<file path="config.mk">
export PLATFORM = sky130hd
export DESIGN_NAME = bit_flag_transfer_exec
export DESIGN_NICKNAME = d
export VERILOG_FILES = /design/src/verilog/exec_pkg.sv /design/src/verilog/rf_port_if.sv /design/src/verilog/bit_flag_transfer_exec.sv /design/src/verilog/reg_pair_file.sv
export SDC_FILE = /design/constraint.sdc
export NUM_CORES = 1
export LEC_CHECK = 0
export BUFFER_PORTS_ARGS = -buffer_cell sky130_fd_sc_hd__buf_4
export CORE_MARGIN = 8
export CORE_UTILIZATION = 55
export CTS_CLUSTER_DIAMETER = 80
export CTS_CLUSTER_SIZE = 16
export DETAILED_ROUTE_END_ITERATION = 10
export PLACE_DENSITY = 0.75
export SLEW_MARGIN = 20
export SYNTH_ARGS = -nofsm -noshare
export SYNTH_HDL_FRONTEND = slang
export SYNTH_SLANG_ARGS = --single-unit
</file>
<file path="constraint.sdc">
create_clock -name mclk -period 17.48 [get_ports mclk]
set_input_delay 2.622 -clock mclk [delete_from_list [all_inputs] [get_ports mclk]]
set_output_delay 2.622 -clock mclk [all_outputs]
set_load 0.02 [all_outputs]
</file>
<file path="src/verilog/exec_pkg.sv">
// shared types and constants for the flag and transfer execution unit
package exec_pkg;

  // ----------------------------------------------------------------
  // operations and pointer selection
  // ----------------------------------------------------------------
  typedef enum logic [5:0] {
    idle_op, io_bit_clear_op, bit_to_flag_op, flag_to_bit_op,
    carry_set_op, carry_clear_op, negative_set_op, negative_clear_op,
    zero_set_op, zero_clear_op, irq_enable_op, irq_disable_op,
    sign_set_op, sign_clear_op, overflow_set_op, overflow_clear_op,
    transfer_flag_set_op, transfer_flag_clear_op,
    half_carry_set_op, half_carry_clear_op,
    reg_copy_op, immediate_load_op, indirect_load_op, direct_load_op,
    indirect_store_op, direct_store_op, io_in_op, io_out_op,
    push_op, pop_op, break_op, sleep_op, watchdog_restart_op
  } exec_op_t;

  typedef enum logic [1:0] {ptr_x, ptr_y, ptr_z} ptr_sel_t;
  typedef enum logic [1:0] {ptr_plain, ptr_post_inc, ptr_pre_dec} ptr_mode_t;

  // ----------------------------------------------------------------
  // register file and status layout
  // ----------------------------------------------------------------
  localparam int REG_COUNT = 16;
  localparam logic [3:0] PTR_X_LO = 4'ha;
  localparam logic [3:0] PTR_Y_LO = 4'hc;
  localparam logic [3:0] PTR_Z_LO = 4'he;
  localparam logic [7:0] REG_RESET = 8'h00;
  localparam logic [2:0] FLAG_C = 3'h0;
  localparam logic [2:0] FLAG_Z = 3'h1;
  localparam logic [2:0] FLAG_N = 3'h2;
  localparam logic [2:0] FLAG_V = 3'h3;
  localparam logic [2:0] FLAG_S = 3'h4;
  localparam logic [2:0] FLAG_H = 3'h5;
  localparam logic [2:0] FLAG_T = 3'h6;
  localparam logic [2:0] FLAG_I = 3'h7;
  localparam logic [7:0] STATUS_RESET = 8'h00;
  localparam logic [15:0] SP_RESET_DEF = 16'h00ff;
  localparam int IO_AW_DEF = 6;

  function automatic logic [3:0] ptr_lo_idx(input ptr_sel_t s);
    case (s)
      ptr_x: return PTR_X_LO;
      ptr_y: return PTR_Y_LO;
      default: return PTR_Z_LO;
    endcase
  endfunction

  function automatic logic [3:0] ptr_hi_idx(input ptr_sel_t s);
    return ptr_lo_idx(s) | 4'h1;
  endfunction

endpackage

</file>
<file path="src/verilog/rf_port_if.sv">
// ports between the execution control and the working register file
`timescale 1ns/1ps
interface rf_port_if;
  import exec_pkg::*;
  logic [3:0] a_idx;
  logic [3:0] b_idx;
  logic [3:0] dbg_idx;
  logic [3:0] wr_idx;
  logic [7:0] a_data;
  logic [7:0] b_data;
  logic [7:0] dbg_data;
  logic [7:0] wr_data;
  logic we_byte;
  logic we_ptr;
  logic [15:0] wr_ptr;
  logic [15:0] ptr_val;
  ptr_sel_t ptr_sel;

  modport core(
    output a_idx, b_idx, dbg_idx, wr_idx, wr_data, we_byte, we_ptr,
    output wr_ptr, ptr_sel,
    input a_data, b_data, dbg_data, ptr_val
  );
  modport store(
    input a_idx, b_idx, dbg_idx, wr_idx, wr_data, we_byte, we_ptr,
    input wr_ptr, ptr_sel,
    output a_data, b_data, dbg_data, ptr_val
  );
endinterface
</file>
<file path="src/verilog/bit_flag_transfer_exec.sv">
// execution unit for bit, flag, data transfer and core control operations
`timescale 1ns/1ps
// ------------------------------------------------------------------
// Overview of operation
// - io bit clear zeroes one I/O bit in one cycle, flags kept
// - bit store copies a register bit into T in one cycle
// - bit load copies T into a register bit, one cycle, flags kept
// - single ops set or clear one of C, N, Z, H or I
// - single ops set or clear one of S, V or T, other flags kept
// - copy, immediate, I/O in and out take one cycle, no flags
// - load with post-increment reads then bumps pointer, two cycles
// - load with pre-decrement drops pointer then reads, two cycles
// - store plain or post-increment writes in one cycle
// - store with pre-decrement drops pointer then writes, two cycles
// - direct load reads the encoded address in one cycle
// - direct store writes the encoded address in one cycle
// - push writes the register to the stack in two cycles
// - pop reads the stack top into a register in two cycles
// - break, idle, sleep, watchdog restart take one cycle, no flags
// ------------------------------------------------------------------
module bit_flag_transfer_exec #(
  parameter logic [15:0] SP_RESET = exec_pkg::SP_RESET_DEF,
  parameter int IO_AW = exec_pkg::IO_AW_DEF
) (
  input logic mclk,
  input logic rst,
  input logic op_valid,
  output logic op_ready,
  input exec_pkg::exec_op_t op_code,
  input logic [3:0] op_rd,
  input logic [3:0] op_rr,
  input logic [2:0] op_bit,
  input logic [7:0] op_imm,
  input logic [15:0] op_addr,
  input exec_pkg::ptr_sel_t op_ptr,
  input exec_pkg::ptr_mode_t op_mode,
  output logic [15:0] mem_addr,
  output logic mem_re,
  output logic mem_we,
  output logic [7:0] mem_wdata,
  input logic [7:0] mem_rdata,
  output logic [IO_AW-1:0] io_addr,
  output logic io_re,
  output logic io_we,
  output logic [7:0] io_wdata,
  input logic [7:0] io_rdata,
  output logic [7:0] status_register,
  output logic [15:0] stack_ptr,
  output logic break_pulse,
  output logic sleep_pulse,
  output logic wdr_pulse,
  input logic [3:0] dbg_idx,
  output logic [7:0] dbg_data
);
  import exec_pkg::*;

  if (IO_AW < 1 || IO_AW > 16) begin : g_chk
    $error("bit_flag_transfer_exec: IO_AW out of range");
  end

  typedef enum logic {ST_ISSUE, ST_SECOND} exec_state_t;

  // {hit, value, flag index}
  function automatic logic [4:0] flag_op_decode(input exec_op_t op);
    case (op)
      carry_set_op: return {2'b11, FLAG_C};
      carry_clear_op: return {2'b10, FLAG_C};
      negative_set_op: return {2'b11, FLAG_N};
      negative_clear_op: return {2'b10, FLAG_N};
      zero_set_op: return {2'b11, FLAG_Z};
      zero_clear_op: return {2'b10, FLAG_Z};
      irq_enable_op: return {2'b11, FLAG_I};
      irq_disable_op: return {2'b10, FLAG_I};
      sign_set_op: return {2'b11, FLAG_S};
      sign_clear_op: return {2'b10, FLAG_S};
      overflow_set_op: return {2'b11, FLAG_V};
      overflow_clear_op: return {2'b10, FLAG_V};
      transfer_flag_set_op: return {2'b11, FLAG_T};
      transfer_flag_clear_op: return {2'b10, FLAG_T};
      half_carry_set_op: return {2'b11, FLAG_H};
      half_carry_clear_op: return {2'b10, FLAG_H};
      default: return 5'h00;
    endcase
  endfunction

  exec_state_t state_q;
  exec_op_t pend_op_q;
  ptr_mode_t pend_mode_q;
  ptr_sel_t pend_ptr_q;
  logic [3:0] pend_rd_q;
  logic [3:0] pend_rr_q;
  logic [15:0] pend_ptr_val_q;
  logic [7:0] status_q;
  logic [7:0] status_d;
  logic [15:0] sp_q;
  logic [15:0] sp_d;
  logic go_second;
  logic issue;
  logic [4:0] fdec;
  logic bst_bit;

  rf_port_if rf();

  reg_pair_file #(.NREGS(REG_COUNT)) u_regs (
    .mclk(mclk),
    .rst(rst),
    .rf(rf)
  );

  assign op_ready = (state_q == ST_ISSUE);
  assign issue = op_valid && op_ready;
  assign fdec = flag_op_decode(op_code);
  assign bst_bit = rf.b_data[op_bit];
  assign status_register = status_q;
  assign stack_ptr = sp_q;
  assign rf.dbg_idx = dbg_idx;
  assign dbg_data = rf.dbg_data;
  // index muxes sit outside the decode process, which reads the
  // register file data back, so no false loop through it
  assign rf.a_idx = (state_q == ST_ISSUE) ? op_rd : pend_rd_q;
  assign rf.b_idx = (state_q == ST_ISSUE) ? op_rr : pend_rr_q;
  assign rf.wr_idx = (state_q == ST_ISSUE) ? op_rd : pend_rd_q;
  assign rf.ptr_sel = (state_q == ST_ISSUE) ? op_ptr : pend_ptr_q;

  // ----------------------------------------------------------------
  // operation decode and data path
  // ----------------------------------------------------------------
  always_comb begin
    rf.we_byte = 1'b0;
    rf.we_ptr = 1'b0;
    rf.wr_data = 8'h00;
    rf.wr_ptr = 16'h0000;
    mem_addr = 16'h0000;
    mem_re = 1'b0;
    mem_we = 1'b0;
    mem_wdata = 8'h00;
    io_addr = op_addr[IO_AW-1:0];
    io_re = 1'b0;
    io_we = 1'b0;
    io_wdata = 8'h00;
    status_d = status_q;
    sp_d = sp_q;
    go_second = 1'b0;
    if (issue) begin
      case (op_code)
        io_bit_clear_op: begin
          io_re = 1'b1;
          io_we = 1'b1;
          io_wdata = io_rdata & ~(8'h01 << op_bit);
        end
        bit_to_flag_op: status_d[FLAG_T] = bst_bit;
        flag_to_bit_op: begin
          rf.we_byte = 1'b1;
          rf.wr_data = rf.a_data;
          rf.wr_data[op_bit] = status_q[FLAG_T];
        end
        reg_copy_op: begin
          rf.we_byte = 1'b1;
          rf.wr_data = rf.b_data;
        end
        immediate_load_op: begin
          rf.we_byte = 1'b1;
          rf.wr_data = op_imm;
        end
        io_in_op: begin
          io_re = 1'b1;
          rf.we_byte = 1'b1;
          rf.wr_data = io_rdata;
        end
        io_out_op: begin
          io_we = 1'b1;
          io_wdata = rf.b_data;
        end
        direct_load_op: begin
          mem_re = 1'b1;
          mem_addr = op_addr;
          rf.we_byte = 1'b1;
          rf.wr_data = mem_rdata;
        end
        direct_store_op: begin
          mem_we = 1'b1;
          mem_addr = op_addr;
          mem_wdata = rf.b_data;
        end
        indirect_load_op: begin
          if (op_mode == ptr_pre_dec) begin
            rf.we_ptr = 1'b1;
            rf.wr_ptr = rf.ptr_val - 16'h0001;
            go_second = 1'b1;
          end else begin
            // read now, post-increment takes the next cycle
            mem_re = 1'b1;
            mem_addr = rf.ptr_val;
            rf.we_byte = 1'b1;
            rf.wr_data = mem_rdata;
            go_second = (op_mode == ptr_post_inc);
          end
        end
        indirect_store_op: begin
          if (op_mode == ptr_pre_dec) begin
            rf.we_ptr = 1'b1;
            rf.wr_ptr = rf.ptr_val - 16'h0001;
            go_second = 1'b1;
          end else begin
            // write now, and for post-increment bump pointer in the same cycle
            mem_we = 1'b1;
            mem_addr = rf.ptr_val;
            mem_wdata = rf.b_data;
            rf.we_ptr = (op_mode == ptr_post_inc);
            rf.wr_ptr = rf.ptr_val + 16'h0001;
          end
        end
        push_op: begin
          mem_we = 1'b1;
          mem_addr = sp_q;
          mem_wdata = rf.b_data;
          go_second = 1'b1;
        end
        pop_op: begin
          sp_d = sp_q + 16'h0001;
          go_second = 1'b1;
        end
        default: begin
          if (fdec[4]) begin
            status_d[fdec[2:0]] = fdec[3];
          end
        end
      endcase
    end else if (state_q == ST_SECOND) begin
      case (pend_op_q)
        indirect_load_op: begin
          if (pend_mode_q == ptr_post_inc) begin
            rf.we_ptr = 1'b1;
            rf.wr_ptr = pend_ptr_val_q + 16'h0001;
          end else begin
            mem_re = 1'b1;
            mem_addr = rf.ptr_val;
            rf.we_byte = 1'b1;
            rf.wr_data = mem_rdata;
          end
        end
        indirect_store_op: begin
          mem_we = 1'b1;
          mem_addr = rf.ptr_val;
          mem_wdata = rf.b_data;
        end
        push_op: sp_d = sp_q - 16'h0001;
        pop_op: begin
          mem_re = 1'b1;
          mem_addr = sp_q;
          rf.we_byte = 1'b1;
          rf.wr_data = mem_rdata;
        end
        default: ;
      endcase
    end
  end

  // ----------------------------------------------------------------
  // sequencing state
  // ----------------------------------------------------------------
  always_ff @(posedge mclk or posedge rst) begin
    if (rst) begin
      state_q <= ST_ISSUE;
      pend_op_q <= idle_op;
      pend_mode_q <= ptr_plain;
      pend_ptr_q <= ptr_x;
      pend_rd_q <= 4'h0;
      pend_rr_q <= 4'h0;
      pend_ptr_val_q <= 16'h0000;
    end else begin
      case (state_q)
        ST_ISSUE: begin
          if (go_second) begin
            state_q <= ST_SECOND;
            pend_op_q <= op_code;
            pend_mode_q <= op_mode;
            pend_ptr_q <= op_ptr;
            pend_rd_q <= op_rd;
            pend_rr_q <= op_rr;
            pend_ptr_val_q <= rf.ptr_val;
          end
        end
        ST_SECOND: state_q <= ST_ISSUE;
        default: state_q <= ST_ISSUE;
      endcase
    end
  end

  // ----------------------------------------------------------------
  // status, stack pointer and control pulses
  // ----------------------------------------------------------------
  always_ff @(posedge mclk or posedge rst) begin
    if (rst) begin
      status_q <= STATUS_RESET;
      sp_q <= SP_RESET;
    end else begin
      status_q <= status_d;
      sp_q <= sp_d;
    end
  end

  // break, sleep and watchdog restart only raise a pulse, idle raises none
  always_ff @(posedge mclk or posedge rst) begin
    if (rst) begin
      break_pulse <= 1'b0;
      sleep_pulse <= 1'b0;
      wdr_pulse <= 1'b0;
    end else begin
      break_pulse <= issue && (op_code == break_op);
      sleep_pulse <= issue && (op_code == sleep_op);
      wdr_pulse <= issue && (op_code == watchdog_restart_op);
    end
  end
endmodule

</file>
<file path="src/verilog/reg_pair_file.sv">
// working register file with byte writes and pointer-pair writes
`timescale 1ns/1ps
module reg_pair_file #(
  parameter int NREGS = 16
) (
  input logic mclk,
  input logic rst,
  rf_port_if.store rf
);
  import exec_pkg::*;

  logic [7:0] regs_q [NREGS];

  // pointer pairs sit at fixed indices, so the count cannot move
  if (NREGS != REG_COUNT) begin : g_chk
    $error("reg_pair_file: NREGS must equal REG_COUNT");
  end

  assign rf.a_data = regs_q[rf.a_idx];
  assign rf.b_data = regs_q[rf.b_idx];
  assign rf.dbg_data = regs_q[rf.dbg_idx];
  assign rf.ptr_val = {regs_q[ptr_hi_idx(rf.ptr_sel)],
                       regs_q[ptr_lo_idx(rf.ptr_sel)]};

  always_ff @(posedge mclk or posedge rst) begin
    if (rst) begin
      for (int i = 0; i < NREGS; i++) begin
        regs_q[i] <= REG_RESET;
      end
    end else if (rf.we_ptr) begin
      regs_q[ptr_hi_idx(rf.ptr_sel)] <= rf.wr_ptr[15:8];
      regs_q[ptr_lo_idx(rf.ptr_sel)] <= rf.wr_ptr[7:0];
    end else if (rf.we_byte) begin
      regs_q[rf.wr_idx] <= rf.wr_data;
    end
  end
endmodule

</file>
==> summary.md <==
| Metric | Value |
|---|---|
| Inst Count DP | 2,017 |
| Number of top-level pins | 146 |
| Avg Vias per Cell | 6.99 |
| Psw | 0.437 mW |
| Main combinational cell family by area after synthesis | compound AO/OA/AOI/OAI gates |
| Number of synthesized flops with an enable pin | 0 |
| Seq pwr share | 0.415 |
| Fin crit share | 0.455 |
| Syn_nets | 1,714 |
| Total Wirelength | 51,200 um |
| # DRC | 0 |
| Clock power share | 0.338 |
| Top cell type's share of synthesized area | 0.312 |
| Crit. End Element | output port |
| Seq cells post-synth | 190 |
| Final ANT Viol Nets | 0 |
| Final clock skew | 16.5 ps |
| DR WL/cell | 25.0 um |
| H-Tree Depth | 4 |
| DRT iter0 DRCs | 2,158 |
| Hold Fails Final Rpt | 0 |
| Status | complete, no violations |
| GR Util met2 | 0.490 |
| GR Util met1 | 0.421 |
| Max_cap viols | 0 |
| Post_cts resized | 0 |
| Dominant cell type by area after synthesis | dfrtp_1 |
| Synth cell count leaders | nand2_1, dfrtp_1, o21ai_0 |
| Xor-xnor portion of the synthesized cell area | 0.0276 |
| Power Dens Cells | 76.7 mW/mm2 |
| DR vias | 14,332 |
| Initial core utilization | 0.561 |
| CTS root buffer | clkbuf_16 |
| Int Power | 0.823 mW |
| TritonCTS Sinks | 190 |
| Final Total Pwr | 1.26 mW |
| Async set-reset flop share out of synthesis | 1.00 |
| Synth Flop Type | dfrtp_1 |
| Library cells used by synthesis | 100 |
| Critical path type | primary input to output port |
| Postcts setup bufs | 0 |
| Die Ht | 179 um |
| First-pass GRT wire length | 79,400 um |
| CTS tree | yes |
| # nets final | 1,792 |
| HPWL after DPL | 36,800 um |
| Cell leakage power | 6.57 nW |
| PortBufs | 145 |
| Die Wd | 179 um |
| CP Launch Type | primary input |
| Initial antenna violation count | 0 |
| Share of layout cells above drive strength 1 | 0.200 |
| Post-CTS Hold Buffers | 0 |
| Most instantiated library cell after synthesis | nand2_1 |
| Number of diodes | 0 |
| Post-synthesis adder-cell area fraction | 0.0202 |
| Area of the core | 0.0261 mm2 |
| Worst path arrival time | 5340 ps |
| Worst-path clk slew | 80 ps |
| Grt peak-use layer | met2 |
| Cells after Synth | 1,623 |
| Area delta synth->final | 12.5% |
| First drt pass iteration count | 6 |
| Ys Warns | 0 |
| Finished Layout Cells | 2,049 |
| Synth Area in Compound Gates | 0.211 |
| Top cells by area, synth | dfrtp_1, mux4_2, nand2_1, mux2i_1, o21ai_0 |
| Std cell rows | 59 |
| Grt total ovfl | 0 |
| Syn Area/Cell | 9.00 um2 |
| Simple-gate area share of the yosys netlist | 0.209 |
| Sequential share of the synthesized area | 0.326 |
| Routability cong. | 0.938 |
| RSZ-0062 raised after global routing | false |
| Netlist Area Pre-Place | 0.0146 mm2 |
| Gr usage total | 0.318 |
| Worst Hold Class | flip-flop to flip-flop |
| # setup viols final | 0 |
| Crit path required time | 14,860 ps |
| Peak supply drop | 0.0656 mV |
| Multiplexer share of the synthesized area | 0.164 |
| Placement Cell Area | 0.0158 mm2 |
| Critical-path maximum fanout | 44 |
| GR Util met3 | 0.0758 |
| Largest net degree at the start of global routing | 129 |
| Slew headroom | 0.234 |
| Finished Cell Area | 0.0164 mm2 |
| Vias in the first global route | 13,568 |
| Sw Share | 0.347 |
| Least-Margin Pin Slew | 1120 ps |
| Max Slew Vio Count | 0 |
| Max clock buf depth | 2 |
| TNS Setup | 0 ps |
| Die area | 0.0320 mm2 |
| Crit path time final | 7960 ps |
| Later-pin clock latency in the skew report | 450 ps |
| TritonCTS buffer count | 17 |
| Combinational share of power | 0.247 |
| F_max | 0.126 GHz |
==> power by group through the flow <==
stage          sequential (mW)  combinational, mW  clock (mW)
2_1_floorplan            0.529              0.203           0
3_3_place_gp             0.527              0.299           0
3_5_place_dp             0.529              0.305           0
4_1_cts                  0.521              0.307       0.425
5_1_grt                  0.528              0.339       0.441
6_report                 0.523              0.312       0.426
==> cell usage in the layout, fill, tap and decap left out, types with 18 or more instances in the layout <==
cell | synthesis | routed
buf_4 | 10 | 170
nand2_1 | 329 | 329
o21ai_0 | 99 | 99
nor2b_1 | 23 | 22
mux2i_1 | 60 | 59
xnor2_1 | 25 | 25
dfrtp_1 | 182 | 181
nand3_1 | 65 | 65
ha_1 | 22 | 22
a22oi_1 | 23 | 23
and2_1 | 23 | 23
o221ai_1 | 54 | 54
mux4_2 | 67 | 67
a21oi_1 | 51 | 51
nor3_1 | 23 | 23
nor2_1 | 89 | 89
a222oi_1 | 18 | 18
o21ai_1 | 45 | 44
o22ai_1 | 21 | 20
xor2_1 | 21 | 21
==> state kept, by name, summed over array words and instances, names as in the netlist <==
signal	cells
u_regs.regs_q	128
pend_ptr_val_q	16
stack_ptr	16
status_register	8
pend_op_q	6
pend_rd_q	4
pend_rr_q	4
pend_mode_q	2
pend_ptr_q	2
break_pulse	1
sleep_pulse	1
state_q	1
wdr_pulse	1
==> critical path, stage by stage <==
cell and delay [ps]:
buf_4 120, mux2i_4 150, buf_4 630, mux4_2 590, mux2_2 270, a22oi_1 480
nand2b_1 180, a21oi_1 70, buf_4 200
==> layout make-up <==
class / instances / area [um2]
fill: 2209 / 9620
clock inverter: 15 / 200
tap: 335 / 419
inverter: 22 / 90.1
sequential: 190 / 4770
clock buffer: 17 / 425
timing repair buffer: 170 / 1280
multi-input combinational: 1300 / 9260
==> routing by layer <==
layer / routed length (um) / vias up
li1: - / 6266
met1: 19900 / 6871
met2: 23400 / 1031
met3: 5520 / 164
met4: 2390 / 0
met5: 0 / -
==> path summary, 6_finish.rpt <==
kind	from	to	slack (ps)	cells past startpoint
setup / recovery	op_rr[0]	io_wdata[6]	9520	9
hold / removal	pend_rd_q[2]	pend_rd_q[2]	480	2
setup reg to reg	state_q	u_regs.regs_q[6]	12780	10
hold reg to reg	pend_rd_q[2]	pend_rd_q[2]	480	2
max in group asynchronous	rst	break_pulse	13720	3
min in group asynchronous	rst	pend_rr_q[3]	2370	2
==> kinds of logic (layout without fill, tap and decap cells) <==
kind of cell / count (synthesis) / after routing
buffers and inverters: 133 / 224
muxes: 150 / 150
and+or+nand+nor: 650 / 650
adders and majority gates: 23 / 23
AOI/OAI and AO/OA: 431 / 431
DFF: 190 / 190
xor gates and xnor gates: 46 / 46
==> metrics by stage <==
step / utilization / hold slack [ps] / worst slack, ps
finish: 0.631 / 478 / 9520
global route: 0.631 / 499 / 9320
CTS: 0.631 / 482 / 9510
detailed placement: 0.607 / 463 / 9490
global placement: 0.606 / 453 / 9540
floorplan: - / 440 / 9700
(Power assumes the default switching activity.)
